`config.mk`:
```
export PLATFORM = sky130hd
export DESIGN_NAME = dsp_mapper
export DESIGN_NICKNAME = d
export VERILOG_FILES = /design/src/hdl/dsp_pkg.sv /design/src/hdl/dsp_mapper.sv
export SDC_FILE = /design/constraint.sdc
export NUM_CORES = 2
export LEC_CHECK = 0
export BUFFER_PORTS_ARGS = -buffer_cell sky130_fd_sc_hd__buf_2
export CAP_MARGIN = 20
export CORE_MARGIN = 3
export CORE_UTILIZATION = 65
export CTS_BUF_LIST = sky130_fd_sc_hd__clkbuf_8
export DETAILED_ROUTE_END_ITERATION = 10
export GPL_TIMING_DRIVEN = 0
export HOLD_SLACK_MARGIN = 0.05
export PLACE_DENSITY_LB_ADDON = 0.1
export RECOVER_POWER = 50
export SLEW_MARGIN = 5
export SYNTH_ARGS = -nofsm -noshare
export SYNTH_HDL_FRONTEND = slang
export SYNTH_SLANG_ARGS = --single-unit
```
`constraint.sdc`:
```
create_clock -name hclk -period 109.3 [get_ports hclk]
set_clock_uncertainty 0.1 [all_clocks]
set_input_delay 10.93 -clock hclk [delete_from_list [all_inputs] [get_ports hclk]]
set_output_delay 10.93 -clock hclk [all_outputs]
set_load 0.05 [all_outputs]
```
`src/hdl/dsp_pkg.sv`:
```
// constants, register map and types for the duty-to-speed profile mapper
package dsp_pkg;

	// widths
	localparam int DUTY_W = 8;
	localparam int LVL_W  = 16;
	localparam int NREG   = 12;
	localparam int IDX_W  = 4;

	// register byte offsets
	localparam logic [7:0] OFS_PROFILE_CTRL = 8'h00;
	localparam logic [7:0] OFS_LOW_DUTY     = 8'h04;
	localparam logic [7:0] OFS_HIGH_DUTY    = 8'h08;
	localparam logic [7:0] OFS_POINT_DUTY   = 8'h0c;
	localparam logic [7:0] OFS_POINT_E_DUTY = 8'h10;
	localparam logic [7:0] OFS_LOW_LEVEL    = 8'h14;
	localparam logic [7:0] OFS_HIGH_LEVEL   = 8'h18;
	localparam logic [7:0] OFS_LEVEL_AB     = 8'h1c;
	localparam logic [7:0] OFS_LEVEL_CD     = 8'h20;
	localparam logic [7:0] OFS_LEVEL_E      = 8'h24;
	localparam logic [7:0] OFS_STATUS       = 8'h28;
	localparam logic [7:0] OFS_DUTY_SEEN    = 8'h2c;

	// word indices of the same registers
	localparam logic [IDX_W-1:0] IX_CTRL   = 4'h0;
	localparam logic [IDX_W-1:0] IX_LDUTY  = 4'h1;
	localparam logic [IDX_W-1:0] IX_HDUTY  = 4'h2;
	localparam logic [IDX_W-1:0] IX_PDUTY  = 4'h3;
	localparam logic [IDX_W-1:0] IX_EDUTY  = 4'h4;
	localparam logic [IDX_W-1:0] IX_LLVL   = 4'h5;
	localparam logic [IDX_W-1:0] IX_HLVL   = 4'h6;
	localparam logic [IDX_W-1:0] IX_ABLVL  = 4'h7;
	localparam logic [IDX_W-1:0] IX_CDLVL  = 4'h8;
	localparam logic [IDX_W-1:0] IX_ELVL   = 4'h9;
	localparam logic [IDX_W-1:0] IX_STATUS = 4'ha;
	localparam logic [IDX_W-1:0] IX_DSEEN  = 4'hb;

	// field positions
	localparam int F_PROF   = 0;
	localparam int F_HYST   = 8;
	localparam int F_BYTE0  = 0;
	localparam int F_BYTE1  = 8;
	localparam int F_BYTE2  = 16;
	localparam int F_BYTE3  = 24;
	localparam int F_HALF0  = 0;
	localparam int F_HALF1  = 16;
	localparam int F_REV    = 16;
	localparam int F_RUN    = 17;

	// writable bits of each word
	localparam logic [31:0] MASK_CTRL = 32'h0000_ff03;
	localparam logic [31:0] MASK_3B   = 32'h00ff_ffff;
	localparam logic [31:0] MASK_4B   = 32'hffff_ffff;
	localparam logic [31:0] MASK_1B   = 32'h0000_00ff;
	localparam logic [31:0] MASK_1H   = 32'h0000_ffff;
	localparam logic [31:0] MASK_NONE = 32'h0000_0000;
	localparam logic [31:0] RESET_WORD = 32'h0000_0000;

	// profile select codes
	localparam logic [1:0] PROF_DIRECT = 2'b00;
	localparam logic [1:0] PROF_LINEAR = 2'b01;
	localparam logic [1:0] PROF_STAIR  = 2'b10;
	localparam logic [1:0] PROF_FWDREV = 2'b11;

	// ahb codes
	localparam logic [1:0] HTRANS_NONSEQ = 2'b10;
	localparam logic [1:0] HRESP_OKAY    = 2'b00;

	localparam logic [DUTY_W-1:0] DUTY_ZERO = 8'h00;
	localparam logic [LVL_W-1:0]  LVL_ZERO  = 16'h0000;

	// speed reference as handed to the control loop
	typedef struct packed {
		logic             reverse;
		logic [LVL_W-1:0] level;
	} dsp_ref_t;

	typedef enum logic {DSP_OFF, DSP_RUN} dsp_state_t;

endpackage

```
`src/hdl/dsp_mapper.sv`:
```
// duty-to-speed profile mapper with ahb-lite configuration registers
//
// What this block does
// Profile code 10b selects staircase steps
// Staircase start from zero above low turn-on
// Staircase below low turn-off: low turn-off level
// Staircase hold low clamp up to clamp duty
// Staircase steps at clamp, A, B, C, D, E
// Staircase hold high clamp up to turn-off
// Staircase start from zero below high turn-on
// Staircase above high turn-off: high turn-off level
// Profile code 11b selects forward-reverse
// Duty point C splits forward from reverse
// Forward start from zero above low turn-on
// Forward below low turn-off: low turn-off level
// Forward hold low clamp up to clamp duty
// Forward linear from low clamp to A
// Forward hold A to B, off above B
// Reverse above D, level D until E
// Reverse linear E to clamp, then clamp
// Reverse start from zero below high turn-on
// Reverse above high turn-off: high turn-off level
// Zero duty always stops the motor
// Direct mode ignores changes under hysteresis
// Recompute and register on each duty update
// Turn-on thresholds only apply from zero
//
// Chosen here: the placing of the registers and the AHB-Lite interface to the registers.
`timescale 1ns/1ps

module dsp_mapper
	import dsp_pkg::*;
(
	// clock and reset
	input  wire logic              hclk,
	input  wire logic              hresetn,
	// ahb-lite slave
	input  wire logic              hsel,
	input  wire logic [31:0]       haddr,
	input  wire logic [1:0]        htrans,
	input  wire logic              hwrite,
	input  wire logic [2:0]        hsize,
	input  wire logic [31:0]       hwdata,
	input  wire logic              hready,
	output logic                   hreadyout,
	output logic [1:0]             hresp,
	output logic [31:0]            hrdata,
	// duty command source
	input  wire logic [DUTY_W-1:0] duty_cmd,
	input  wire logic              duty_valid,
	// speed control loop
	output dsp_ref_t               speed_ref,
	output logic                   speed_valid,
	output logic                   motor_running
);

	// linear interpolation between two duty/level points
	function automatic logic [LVL_W-1:0] lerp(
		input logic [DUTY_W-1:0] d,
		input logic [DUTY_W-1:0] d0,
		input logic [DUTY_W-1:0] d1,
		input logic [LVL_W-1:0]  l0,
		input logic [LVL_W-1:0]  l1
	);
		logic signed [LVL_W+DUTY_W+1:0] num;
		logic signed [LVL_W+DUTY_W+1:0] den;
		logic signed [LVL_W+DUTY_W+1:0] res;
		num = '0;
		den = '0;
		res = '0;
		// degenerate segment: jump straight to the far level
		if (d1 <= d0 || d >= d1) begin
			lerp = l1;
		end else if (d <= d0) begin
			lerp = l0;
		end else begin
			num = ($signed({2'b00, l1}) - $signed({2'b00, l0}))
			      * $signed({2'b00, d - d0});
			den = $signed({{(LVL_W+2){1'b0}}, d1 - d0});
			res = $signed({{(DUTY_W){1'b0}}, 2'b00, l0}) + num / den;
			lerp = res[LVL_W-1:0];
		end
	endfunction

	// absolute difference of two duty values
	function automatic logic [DUTY_W-1:0] duty_dist(
		input logic [DUTY_W-1:0] a,
		input logic [DUTY_W-1:0] b
	);
		duty_dist = (a > b) ? a - b : b - a;
	endfunction

	// writable-bit mask of each register word
	function automatic logic [31:0] wmask(input logic [IDX_W-1:0] ix);
		unique case (ix)
			IX_CTRL:  wmask = MASK_CTRL;
			IX_LDUTY: wmask = MASK_3B;
			IX_HDUTY: wmask = MASK_3B;
			IX_PDUTY: wmask = MASK_4B;
			IX_EDUTY: wmask = MASK_1B;
			IX_LLVL:  wmask = MASK_4B;
			IX_HLVL:  wmask = MASK_4B;
			IX_ABLVL: wmask = MASK_4B;
			IX_CDLVL: wmask = MASK_4B;
			IX_ELVL:  wmask = MASK_1H;
			default:  wmask = MASK_NONE;
		endcase
	endfunction

	// configuration words and bus state
	logic [31:0]      cfg_q [0:NREG-1];
	logic             wr_pend_q;
	logic [IDX_W-1:0] wr_idx_q;
	logic [31:0]      hrdata_q;
	dsp_ref_t         ref_q;
	dsp_ref_t         ref_d;
	logic             valid_q;
	dsp_state_t       state_q;
	dsp_state_t       state_d;
	logic [DUTY_W-1:0] duty_seen_q;
	logic [DUTY_W-1:0] hyst_base_q;
	logic [DUTY_W-1:0] hyst_base_d;

	// address phase decode
	wire              addr_ok  = hsel && hready && (htrans == HTRANS_NONSEQ);
	wire              in_map   = (haddr[31:2] < 30'(NREG));
	wire [IDX_W-1:0]  addr_idx = haddr[IDX_W+1:2];
	wire              wr_start = addr_ok && hwrite && in_map;
	wire              rd_start = addr_ok && !hwrite;

	// configuration fields
	wire [1:0]        profile               = cfg_q[IX_CTRL][F_PROF+:2];
	wire [DUTY_W-1:0] duty_hysteresis_width = cfg_q[IX_CTRL][F_HYST+:DUTY_W];
	wire [DUTY_W-1:0] low_turn_on_duty      = cfg_q[IX_LDUTY][F_BYTE0+:DUTY_W];
	wire [DUTY_W-1:0] low_turn_off_duty     = cfg_q[IX_LDUTY][F_BYTE1+:DUTY_W];
	wire [DUTY_W-1:0] low_clamp_duty        = cfg_q[IX_LDUTY][F_BYTE2+:DUTY_W];
	wire [DUTY_W-1:0] high_clamp_duty       = cfg_q[IX_HDUTY][F_BYTE0+:DUTY_W];
	wire [DUTY_W-1:0] high_turn_on_duty     = cfg_q[IX_HDUTY][F_BYTE1+:DUTY_W];
	wire [DUTY_W-1:0] high_turn_off_duty    = cfg_q[IX_HDUTY][F_BYTE2+:DUTY_W];
	wire [DUTY_W-1:0] a_d                   = cfg_q[IX_PDUTY][F_BYTE0+:DUTY_W];
	wire [DUTY_W-1:0] b_d                   = cfg_q[IX_PDUTY][F_BYTE1+:DUTY_W];
	wire [DUTY_W-1:0] c_d                   = cfg_q[IX_PDUTY][F_BYTE2+:DUTY_W];
	wire [DUTY_W-1:0] d_d                   = cfg_q[IX_PDUTY][F_BYTE3+:DUTY_W];
	wire [DUTY_W-1:0] e_d                   = cfg_q[IX_EDUTY][F_BYTE0+:DUTY_W];
	wire [LVL_W-1:0]  low_clamp_level       = cfg_q[IX_LLVL][F_HALF0+:LVL_W];
	wire [LVL_W-1:0]  low_turn_off_level    = cfg_q[IX_LLVL][F_HALF1+:LVL_W];
	wire [LVL_W-1:0]  high_clamp_level      = cfg_q[IX_HLVL][F_HALF0+:LVL_W];
	wire [LVL_W-1:0]  high_turn_off_level   = cfg_q[IX_HLVL][F_HALF1+:LVL_W];
	wire [LVL_W-1:0]  a_l                   = cfg_q[IX_ABLVL][F_HALF0+:LVL_W];
	wire [LVL_W-1:0]  b_l                   = cfg_q[IX_ABLVL][F_HALF1+:LVL_W];
	wire [LVL_W-1:0]  c_l                   = cfg_q[IX_CDLVL][F_HALF0+:LVL_W];
	wire [LVL_W-1:0]  d_l                   = cfg_q[IX_CDLVL][F_HALF1+:LVL_W];
	wire [LVL_W-1:0]  e_l                   = cfg_q[IX_ELVL][F_HALF0+:LVL_W];

	// live status words
	wire [31:0] status_word = {14'h0000, state_q == DSP_RUN, ref_q.reverse, ref_q.level};
	wire [31:0] seen_word   = {24'h00_0000, duty_seen_q};

	// read mux; unmapped words read zero
	wire [31:0] rd_word = !in_map              ? RESET_WORD :
	                      (addr_idx == IX_STATUS) ? status_word :
	                      (addr_idx == IX_DSEEN)  ? seen_word :
	                      (cfg_q[addr_idx] & wmask(addr_idx));

	// bus answers: zero wait state, always okay
	assign hreadyout = 1'b1;
	assign hresp     = HRESP_OKAY;
	assign hrdata    = hrdata_q;

	// write takes the data phase word; read data loaded at address phase
	always_ff @(posedge hclk or negedge hresetn) begin
		if (!hresetn) begin
			wr_pend_q <= 1'b0;
			wr_idx_q  <= IX_CTRL;
			hrdata_q  <= RESET_WORD;
		end else begin
			wr_pend_q <= wr_start;
			wr_idx_q  <= wr_start ? addr_idx : wr_idx_q;
			hrdata_q  <= rd_start ? rd_word : hrdata_q;
		end
	end

	// configuration store; status words ignore writes via their mask
	always_ff @(posedge hclk or negedge hresetn) begin
		if (!hresetn) begin
			for (int i = 0; i < NREG; i++) begin
				cfg_q[i] <= RESET_WORD;
			end
		end else if (wr_pend_q) begin
			cfg_q[wr_idx_q] <= hwdata & wmask(wr_idx_q);
		end
	end

	// off state is tracked from the registered reference
	wire from_zero = (state_q == DSP_OFF);

	// staircase level while running
	wire [LVL_W-1:0] stair_lvl =
		(duty_cmd < low_turn_off_duty)  ? low_turn_off_level :
		(duty_cmd < low_clamp_duty)     ? low_clamp_level :
		(duty_cmd < a_d)                ? a_l :
		(duty_cmd < b_d)                ? b_l :
		(duty_cmd < c_d)                ? c_l :
		(duty_cmd < d_d)                ? d_l :
		(duty_cmd < e_d)                ? e_l :
		(duty_cmd > high_turn_off_duty) ? high_turn_off_level :
		high_clamp_level;

	// staircase starts only inside both turn-on thresholds
	wire stair_start = (duty_cmd > low_turn_on_duty) &&
	                   (duty_cmd < high_turn_on_duty);
	wire stair_go    = from_zero ? stair_start : 1'b1;

	// forward-reverse: which half of the duty range
	wire fr_rev = (duty_cmd > c_d);

	// ramps of the forward and reverse halves
	wire [LVL_W-1:0] fwd_ramp = lerp(duty_cmd, low_clamp_duty, a_d, low_clamp_level, a_l);
	wire [LVL_W-1:0] rev_ramp = lerp(duty_cmd, e_d, high_clamp_duty, e_l, high_clamp_level);

	// forward half
	wire [LVL_W-1:0] fwd_lvl =
		(duty_cmd < low_turn_off_duty) ? low_turn_off_level :
		(duty_cmd < low_clamp_duty)    ? low_clamp_level :
		(duty_cmd < a_d)               ? fwd_ramp :
		(duty_cmd <= b_d)              ? a_l :
		LVL_ZERO;

	// reverse half
	wire [LVL_W-1:0] rev_lvl =
		(duty_cmd <= d_d)               ? LVL_ZERO :
		(duty_cmd < e_d)                ? d_l :
		(duty_cmd < high_clamp_duty)    ? rev_ramp :
		(duty_cmd > high_turn_off_duty) ? high_turn_off_level :
		high_clamp_level;

	// forward-reverse start from zero
	wire fwd_go = from_zero ? (duty_cmd > low_turn_on_duty) : 1'b1;
	wire rev_go = from_zero ? (duty_cmd < high_turn_on_duty) : 1'b1;
	// a running motor that crosses c must pass through zero first
	wire dir_flip = !from_zero && (ref_q.reverse != fr_rev);
	wire fr_go    = !dir_flip && (fr_rev ? rev_go : fwd_go);
	wire [LVL_W-1:0] fr_lvl = fr_rev ? rev_lvl : fwd_lvl;

	// direct mode: duty scaled to full level range, with hysteresis
	wire [LVL_W-1:0] direct_lvl = {duty_cmd, {(LVL_W-DUTY_W){1'b0}}};
	wire hyst_hold = (duty_cmd > duty_hysteresis_width) &&
	                 (duty_dist(duty_cmd, hyst_base_q) < duty_hysteresis_width);

	// next reference, chosen by profile
	always_comb begin
		ref_d       = ref_q;
		hyst_base_d = hyst_base_q;
		unique case (profile)
			PROF_STAIR: begin
				ref_d.reverse = 1'b0;
				ref_d.level   = stair_go ? stair_lvl : LVL_ZERO;
			end
			PROF_FWDREV: begin
				ref_d.reverse = fr_go ? fr_rev : ref_q.reverse;
				ref_d.level   = fr_go ? fr_lvl : LVL_ZERO;
			end
			PROF_DIRECT, PROF_LINEAR: begin
				ref_d.reverse = 1'b0;
				if (!hyst_hold) begin
					ref_d.level = direct_lvl;
					hyst_base_d = duty_cmd;
				end
			end
		endcase
		// zero command overrides every threshold
		if (duty_cmd == DUTY_ZERO) begin
			ref_d.level = LVL_ZERO;
			hyst_base_d = DUTY_ZERO;
		end
	end

	// off/run follows whether the next reference is zero
	assign state_d = (ref_d.level == LVL_ZERO) ? DSP_OFF : DSP_RUN;

	// reference register, updated once per duty update
	always_ff @(posedge hclk or negedge hresetn) begin
		if (!hresetn) begin
			ref_q       <= '0;
			state_q     <= DSP_OFF;
			valid_q     <= 1'b0;
			duty_seen_q <= DUTY_ZERO;
			hyst_base_q <= DUTY_ZERO;
		end else begin
			valid_q <= duty_valid;
			if (duty_valid) begin
				ref_q       <= ref_d;
				state_q     <= state_d;
				duty_seen_q <= duty_cmd;
				hyst_base_q <= hyst_base_d;
			end
		end
	end

	// outputs to the control loop
	assign speed_ref     = ref_q;
	assign speed_valid   = valid_q;
	assign motor_running = (state_q == DSP_RUN);

	// size and low address bits are accepted but not checked: word access only
	wire unused_ok = &{1'b0, hsize, haddr[1:0]};

endmodule

```
## After elaboration in Yosys (flattened, before gate mapping)

Memories as Yosys holds them, arrays and structs flattened.
Index checks and enable logic that the tools add are counted.
W data, S select, Z words.

| operators by class | value |
|---|---|
| $mul | 2 |
| bitwise logic cells | 4 |
| reductions and logical operators | 21 |
| add/subtract/negate cells | 10 |
| magnitude comparators | 27 |
| div/mod/pow operators | 2 |
| mux-type cells | 45 |
| equal/unequal tests | 9 |

Operators by type and width:

| cell | number |
|---|---|
| $bwmux W384 | 1 |
| $mux W16 | 24 |
| $mux W32 | 7 |
| $bmux W32 S4 | 1 |
| $demux W32 S4 | 1 |
| $lt A8 B8 Y1 | 10 |
| $and A32 B32 Y32 | 2 |
| $div A26 B9 Y26 | 2 |
| $mul A17 B9 Y26 | 2 |
| $pmux W17 S3 | 1 |
| $le A8 B8 Y1 | 6 |
| $sub A8 B8 Y8 | 6 |
| $gt A8 B8 Y1 | 5 |
| $sub A16 B16 Y17 | 2 |
| $add A16 B16 Y16 | 2 |
| $mux W8 | 4 |
| $lt A30 B4 Y1 const B | 1 |
| $ge A8 B8 Y1 | 2 |
| $logic_not A16 Y1 | 1 |
| $ge A5 B5 Y1 const B | 2 |
| $logic_and A1 B1 Y1 | 10 |
| $not A4 Y5 | 2 |
| $eq A4 B4 Y1 const B | 2 |
| $logic_not A8 Y1 | 1 |
| other kinds (14) | 23 |

| storage, ports and cells | value |
|---|---|
| register bits | 456 |
| memory bits (read-only) | 1024 |
| output and inout bits | 54 |
| bits of input ports | 83 |
| logic and storage cells | 143 |
| memories | 2 |

Memories:

| memory | depth | width | read ports | clocked after Yosys merged registers in | write ports | line | text |
|---|---|---|---|---|---|---|---|
| (name not given) | 16 | 32 | 1 | 0 | 0 | dsp_mapper.sv:95 | `unique case (ix)` |
| (name not given) | 16 | 32 | 1 | 0 | 0 | dsp_mapper.sv:95 |  |

## Depth between registers and ports, before layout

| depth | value |
|---|---|
| word-level depth | 15 |
| depth in mapped cells | 429 |
| mapped depth without buffers | 405 |

## Worst setup path after synthesis

Ideal clock, no wire load.

| timing path | value |
|---|---|
| kind | input -> register |
| start point | input port duty_cmd[0] |
| end point | register state_q (netlist: motor_running) |
| slack | 22.169 ns |
| path buffers | 26 |
| arrival | 86.910 ns |
| data required time | 109.079 ns |
| stages | 399 |
| setup time | 0.121 ns |
| path through | inv_1 -> ha_1 -> inv_1 -> fa_1 -> a21o_1 -> a21oi_1 -> o21bai_1 -> a21oi_1 -> xor2_1 -> clkbuf_1 -> nor2_1 -> ha_1 -> fa_1 -> fa_1 -> inv_1 -> fa_1 -> inv_1 -> ha_1 -> [363 not listed] -> o21ai_0 -> a21oi_1 -> o21ai_0 -> a21oi_1 -> o21bai_1 -> a21oi_1 -> o21bai_1 -> a21oi_1 -> o21bai_1 -> a21oi_1 -> xnor2_1 -> o21ai_0 -> a21oi_1 -> o21ai_0 -> a311oi_1 -> a211oi_1 -> or3_1 -> o22a_1 |

| between the ends | value |
|---|---|
| longest elaborated chain between the ends | 15 |
| elaborated cells between the ends (all ways) | 72 |
| those cells by class | 6 x add/sub; 2 x mul; 2 x div; 21 x order compare; 1 x eq/ne; 31 x mux; 9 x reduce/logical |

RTL lines:

| item | line | text |
|---|---|---|
| from (decl) | dsp_mapper.sv:49 | `input wire logic [DUTY_W-1:0] duty_cmd,` |
| $sub A8 B8 Y8 | dsp_mapper.sv:78 | `* $signed({2'b00, d - d0});` |
| $mul A17 B9 Y26 | dsp_mapper.sv:78 |  |
| $div A26 B9 Y26 | dsp_mapper.sv:80 | `res = $signed({{(DUTY_W){1'b0}}, 2'b00, l0}) + num / den;` |
| $add A16 B16 Y16 | dsp_mapper.sv:80 |  |
| $mux W16 | dsp_mapper.sv:74 | `end else if (d <= d0) begin` |
| $mux W16 | dsp_mapper.sv:72 | `if (d1 <= d0 \|\| d >= d1) begin` |
| $mux W16, on equally long branches | dsp_mapper.sv:225, dsp_mapper.sv:233 |  |
| $mux W16, on equally long branches | dsp_mapper.sv:224, dsp_mapper.sv:232 |  |
| $mux W16, on equally long branches | dsp_mapper.sv:223, dsp_mapper.sv:231 |  |
| $mux W16 | dsp_mapper.sv:243 | `wire [LVL_W-1:0] fr_lvl = fr_rev ? rev_lvl : fwd_lvl;` |
| $mux W16 | dsp_mapper.sv:261 | `ref_d.level = fr_go ? fr_lvl : LVL_ZERO;` |
| $pmux W17 S3 | dsp_mapper.sv:254 | `unique case (profile)` |
| $mux W16 (*) | dsp_mapper.sv:272 | `if (duty_cmd == DUTY_ZERO) begin` |
| $logic_not A16 Y1 (*) | dsp_mapper.sv:279 | `assign state_d = (ref_d.level == LVL_ZERO) ? DSP_OFF : DSP_RUN;` |
| $mux W1 (*) | dsp_mapper.sv:279 |  |
| to (signal assigned) | dsp_mapper.sv:293 | `state_q <= state_d;` |
| to (decl) | dsp_mapper.sv:118 | `dsp_state_t state_q;` |

Every way passes the cells marked *; elsewhere a longest branch is shown, timed or not.
A chain may end at the register's enable or synchronous reset.

## Worst setup path in the final report

Same ends and word-level chain as after synthesis.

==> impl_metrics.py <==
metrics = {
    "placed_design": {
        "gp_congestion": 1.11,
        "dpl.hpwl_um": 183000,
        "placed_area_sq_um": 64100,
        "port-buffer-count": 124,
    },
    "cts": {
        "clkLatencyLatePin_ns": 0.66,
        "numCtsBuffers": 50,
        "cts_tree": "built",
        "cts_root_buf": "clkbuf_8",
        "clk_pin_slew_worst_paths_ns": 0.07,
        "h-tree-depth": 2,
        "cts_max_path_buffers": 3,
        "cts.sinks": 322,
        "cts_setup_buffers": 0,
    },
    "setup_path": {
        "path_buf_inv": 46,
        "r2r_slack_ns": 15.82,
        "cp_data_arrival_time_ns": 102.93,
        "cp_top_family": "compound AO/OA/AOI/OAI gates",
        "critical_path_class": "in2reg",
        "required_ns": 109.73,
        "slowest_stage": "xor2_1",
        "r2r_start": "cfg_q[65]",
        "r2r-end": "motor_running",
        "crit_path_frequent_cell": "o21a_1",
        "crit_path_start": "duty_cmd[0]",
        "critPathMaxStageDelay_ns": 0.64,
        "cp-end-kind": "flop",
        "ff2ff_path_depth": 409,
        "critPathLaunchType": "primary input",
        "critPathMaxFanout": 14,
    },
    "global_routing": {
        "grt_pass1_vias": 63300,
        "grt_remaining_overflow": 0,
        "grt_first_pass_wirelength_um": 351000,
        "grt_max_degree": 118,
        "antenna_found_initial": 13,
        "gr-usage-all-layers_pct": 45.0,
    },
    "synthesis": {
        "synthCells": 8204,
        "yosysTopAreaCell": "ha_1",
        "yosys.area.top_type_share_pct": 13.5,
        "yosys_warnings": 0,
        "synth_xor_area_share_pct": 5.64,
        "synth_compound_area_share_pct": 26.9,
        "synth_area_per_cell_sq_um": 7.50,
        "ys_ff_latch": 322,
        "synthTopCellsByArea": "ha_1, dfrtp_1, fa_1, nand2_1, o21ai_0",
        "syn_area_sq_um": 61500,
        "synth_top_family_by_area": "compound AO/OA/AOI/OAI gates",
        "synthTopCellsByCount": "nand2_1, ha_1, nor2_1",
        "async_flop_share_pct": 100,
        "synthAdderAreaFrac_pct": 20.9,
        "synth-simple-area-share_pct": 22.7,
        "ys_seq_area_share_pct": 13.1,
        "yosys.cell_count.top_type": "nand2_1",
        "ys.flop_type": "dfrtp_1",
        "synthMuxAreaShare_pct": 4.89,
        "synth_cell_types": 136,
        "synth-edff-count": 0,
    },
    "timing": {
        "finalCritPeriodShare_pct": 93.8,
        "rsz0062_at_grt": "no",
        "slew_viol_final": 319,
        "setup_viol": 0,
        "finalHoldViolCount": 0,
        "tns_ns": 0,
        "fin_crit_ns": 102.50,
        "fmax_ghz": 0.00976,
        "tightest_slew_ns": 6.34,
        "relSlewSlack_pct": -323,
    },
    "die": {
        "initial_core_util_pct": 65.7,
        "die_h_um": 314,
        "io_pins": 137,
        "die_area_sq_um": 98400,
        "dieWidth_um": 314,
        "rows": 112,
        "core_sq_um": 93600,
    },
    "min_path": {
        "hold_start": "hrdata[31]",
        "hold_depth": 2,
        "hold_path.class": "reg2reg",
        "holdPathEnd": "hrdata[31]",
    },
    "layout": {
        "fin_util_pct": 69.8,
        "synthToLayoutAreaGrowth_pct": 6.18,
        "drive_above_1_share_pct": 7.32,
        "nFillCells": 7859,
        "fin_nets": 9378,
        "fin_area_sq_um": 65400,
    },
    "drt": {
        "route.detailed.drc": 0,
        "drt_iter0_markers": 7392,
        "vias": 66500,
        "first_pass_iters": 10,
        "wirelength_um": 229000,
        "wl_per_cell_um": 23.6,
        "ant_nets": 0,
        "vias_per_cell": 6.85,
    },
    "run": {
        "cap_violations": 3,
    },
    "run_status": {
        "violations": "capacitance limit, slew limit",
        "outcome": "finished, violations left",
    },
    "pwr": {
        "power_density_nw_per_um2": 4.08,
        "irDropWorstVdd_mv": 0.0102,
        "leakagePower_nw": 31.6,
    },
}
==> routing by layer <==
layer | up-vias | routed length (um) | GRT usage, %
li1 | 30200 | - | -
met1 | 31500 | 88500 | 56.5
met2 | 3973 | 100000 | 70.8
met3 | 877 | 26200 | 11.8
met4 | 12 | 14500 | 24.0
met5 | - | 163 | 0.692
==> per-stage QoR <==
stage	total power [W]	hold WS, ns	worst slack (ns)	instances
detailed placement	0.000151	0.362	7.04	9598
CTS	0.000263	0.375	7.32	9690
floorplan	0.000137	0.349	22.17	8205
finish	0.000267	0.373	6.80	9718
global placement	0.000150	0.362	9.07	9583
global route	0.000271	0.397	0.123	9706
==> cell usage in the layout (no fill, tap or decap), types with 71 or more instances in the layout <==
cell type	count
nand2_1	976
ha_1	664
nor2_1	647
inv_1	641
o21ai_0	614
a21oi_1	486
nor3_1	352
dfrtp_1	322
o21a_1	272
xnor2_1	253
clkbuf_1	227
fa_1	226
a21o_1	197
buf_2	161
xor2_1	140
nand3_1	139
o31ai_1	136
mux2i_1	123
nand2b_1	121
mux2_2	108
a211oi_1	105
nor2b_1	90
nand4_1	82
a31oi_1	77
or3_1	71
==> kinds of logic (layout without fill, tap and decap cells) <==
family	count (synthesis)	in the layout
buf+inv	933	1173
other cells	2	22
compound gates	2501	2501
xor+xnor	396	396
fa+ha+maj	892	892
mux	258	258
flops	322	322
simple gates	2900	2900
==> power by group <==
part | switching (W) | internal, W
Clock | 0.0000554 | 0.0000612
Combinational | 0.0000221 | 0.00000793
Sequential | 0.000000511 | 0.000120
Total | 0.0000780 | 0.000189
==> repair_timing <==
item,4_1_cts,5_1_grt
hold buffers,0,0
setup endpoints to repair,0,7
gates resized for setup,0,11
==> flip-flops by register name, summed over array words and instances (netlist names) <==
signal and count:
a_d 8, duty_seen_q 8, speed_ref 17, a_l 16, wr_pend_q 1, wr_idx_q 4
hrdata 32, speed_valid 1, motor_running 1, c_d 8, hyst_base_q 8, b_d 8
c_l 16, cfg_q 178, b_l 16
==> worst reg2reg max path: cells and delay by family, from the launching register on <==
family | cells | cell delay (ns)
AOI/OAI and AO/OA | 213 | 43.63
and+or+nand+nor | 109 | 24.42
adders and majority gates | 34 | 11.00
buffers and inverters | 44 | 10.69
muxes | 6 | 1.91
DFF | 1 | 0.81
xor gates and xnor gates | 3 | 0.78
==> worst max-delay path by stage <==
stage / endpoint / depth (start not counted)
floorplan: motor_running / 399
global placement: speed_ref[15] / 391
detailed placement: speed_ref[15] / 392
CTS: speed_ref[15] / 392
global route: motor_running / 396
finish: motor_running / 402
==> layout make-up <==
cell class / instances / area [sq um] / area share (%)
clock inverters: 27 / 223 / 0.341
plain buffers: 299 / 1230 / 1.89
well taps: 1254 / 1570 / 2.40
repair buffers: 148 / 966 / 1.48
diodes: 19 / 47.5 / 0.0728
clock buffers: 65 / 895 / 1.37
inverters: 634 / 2380 / 3.65
flip-flops and latches: 322 / 8060 / 12.3
multi-input cells: 6950 / 50000 / 76.5
Power figures use the tool's default switching activity.
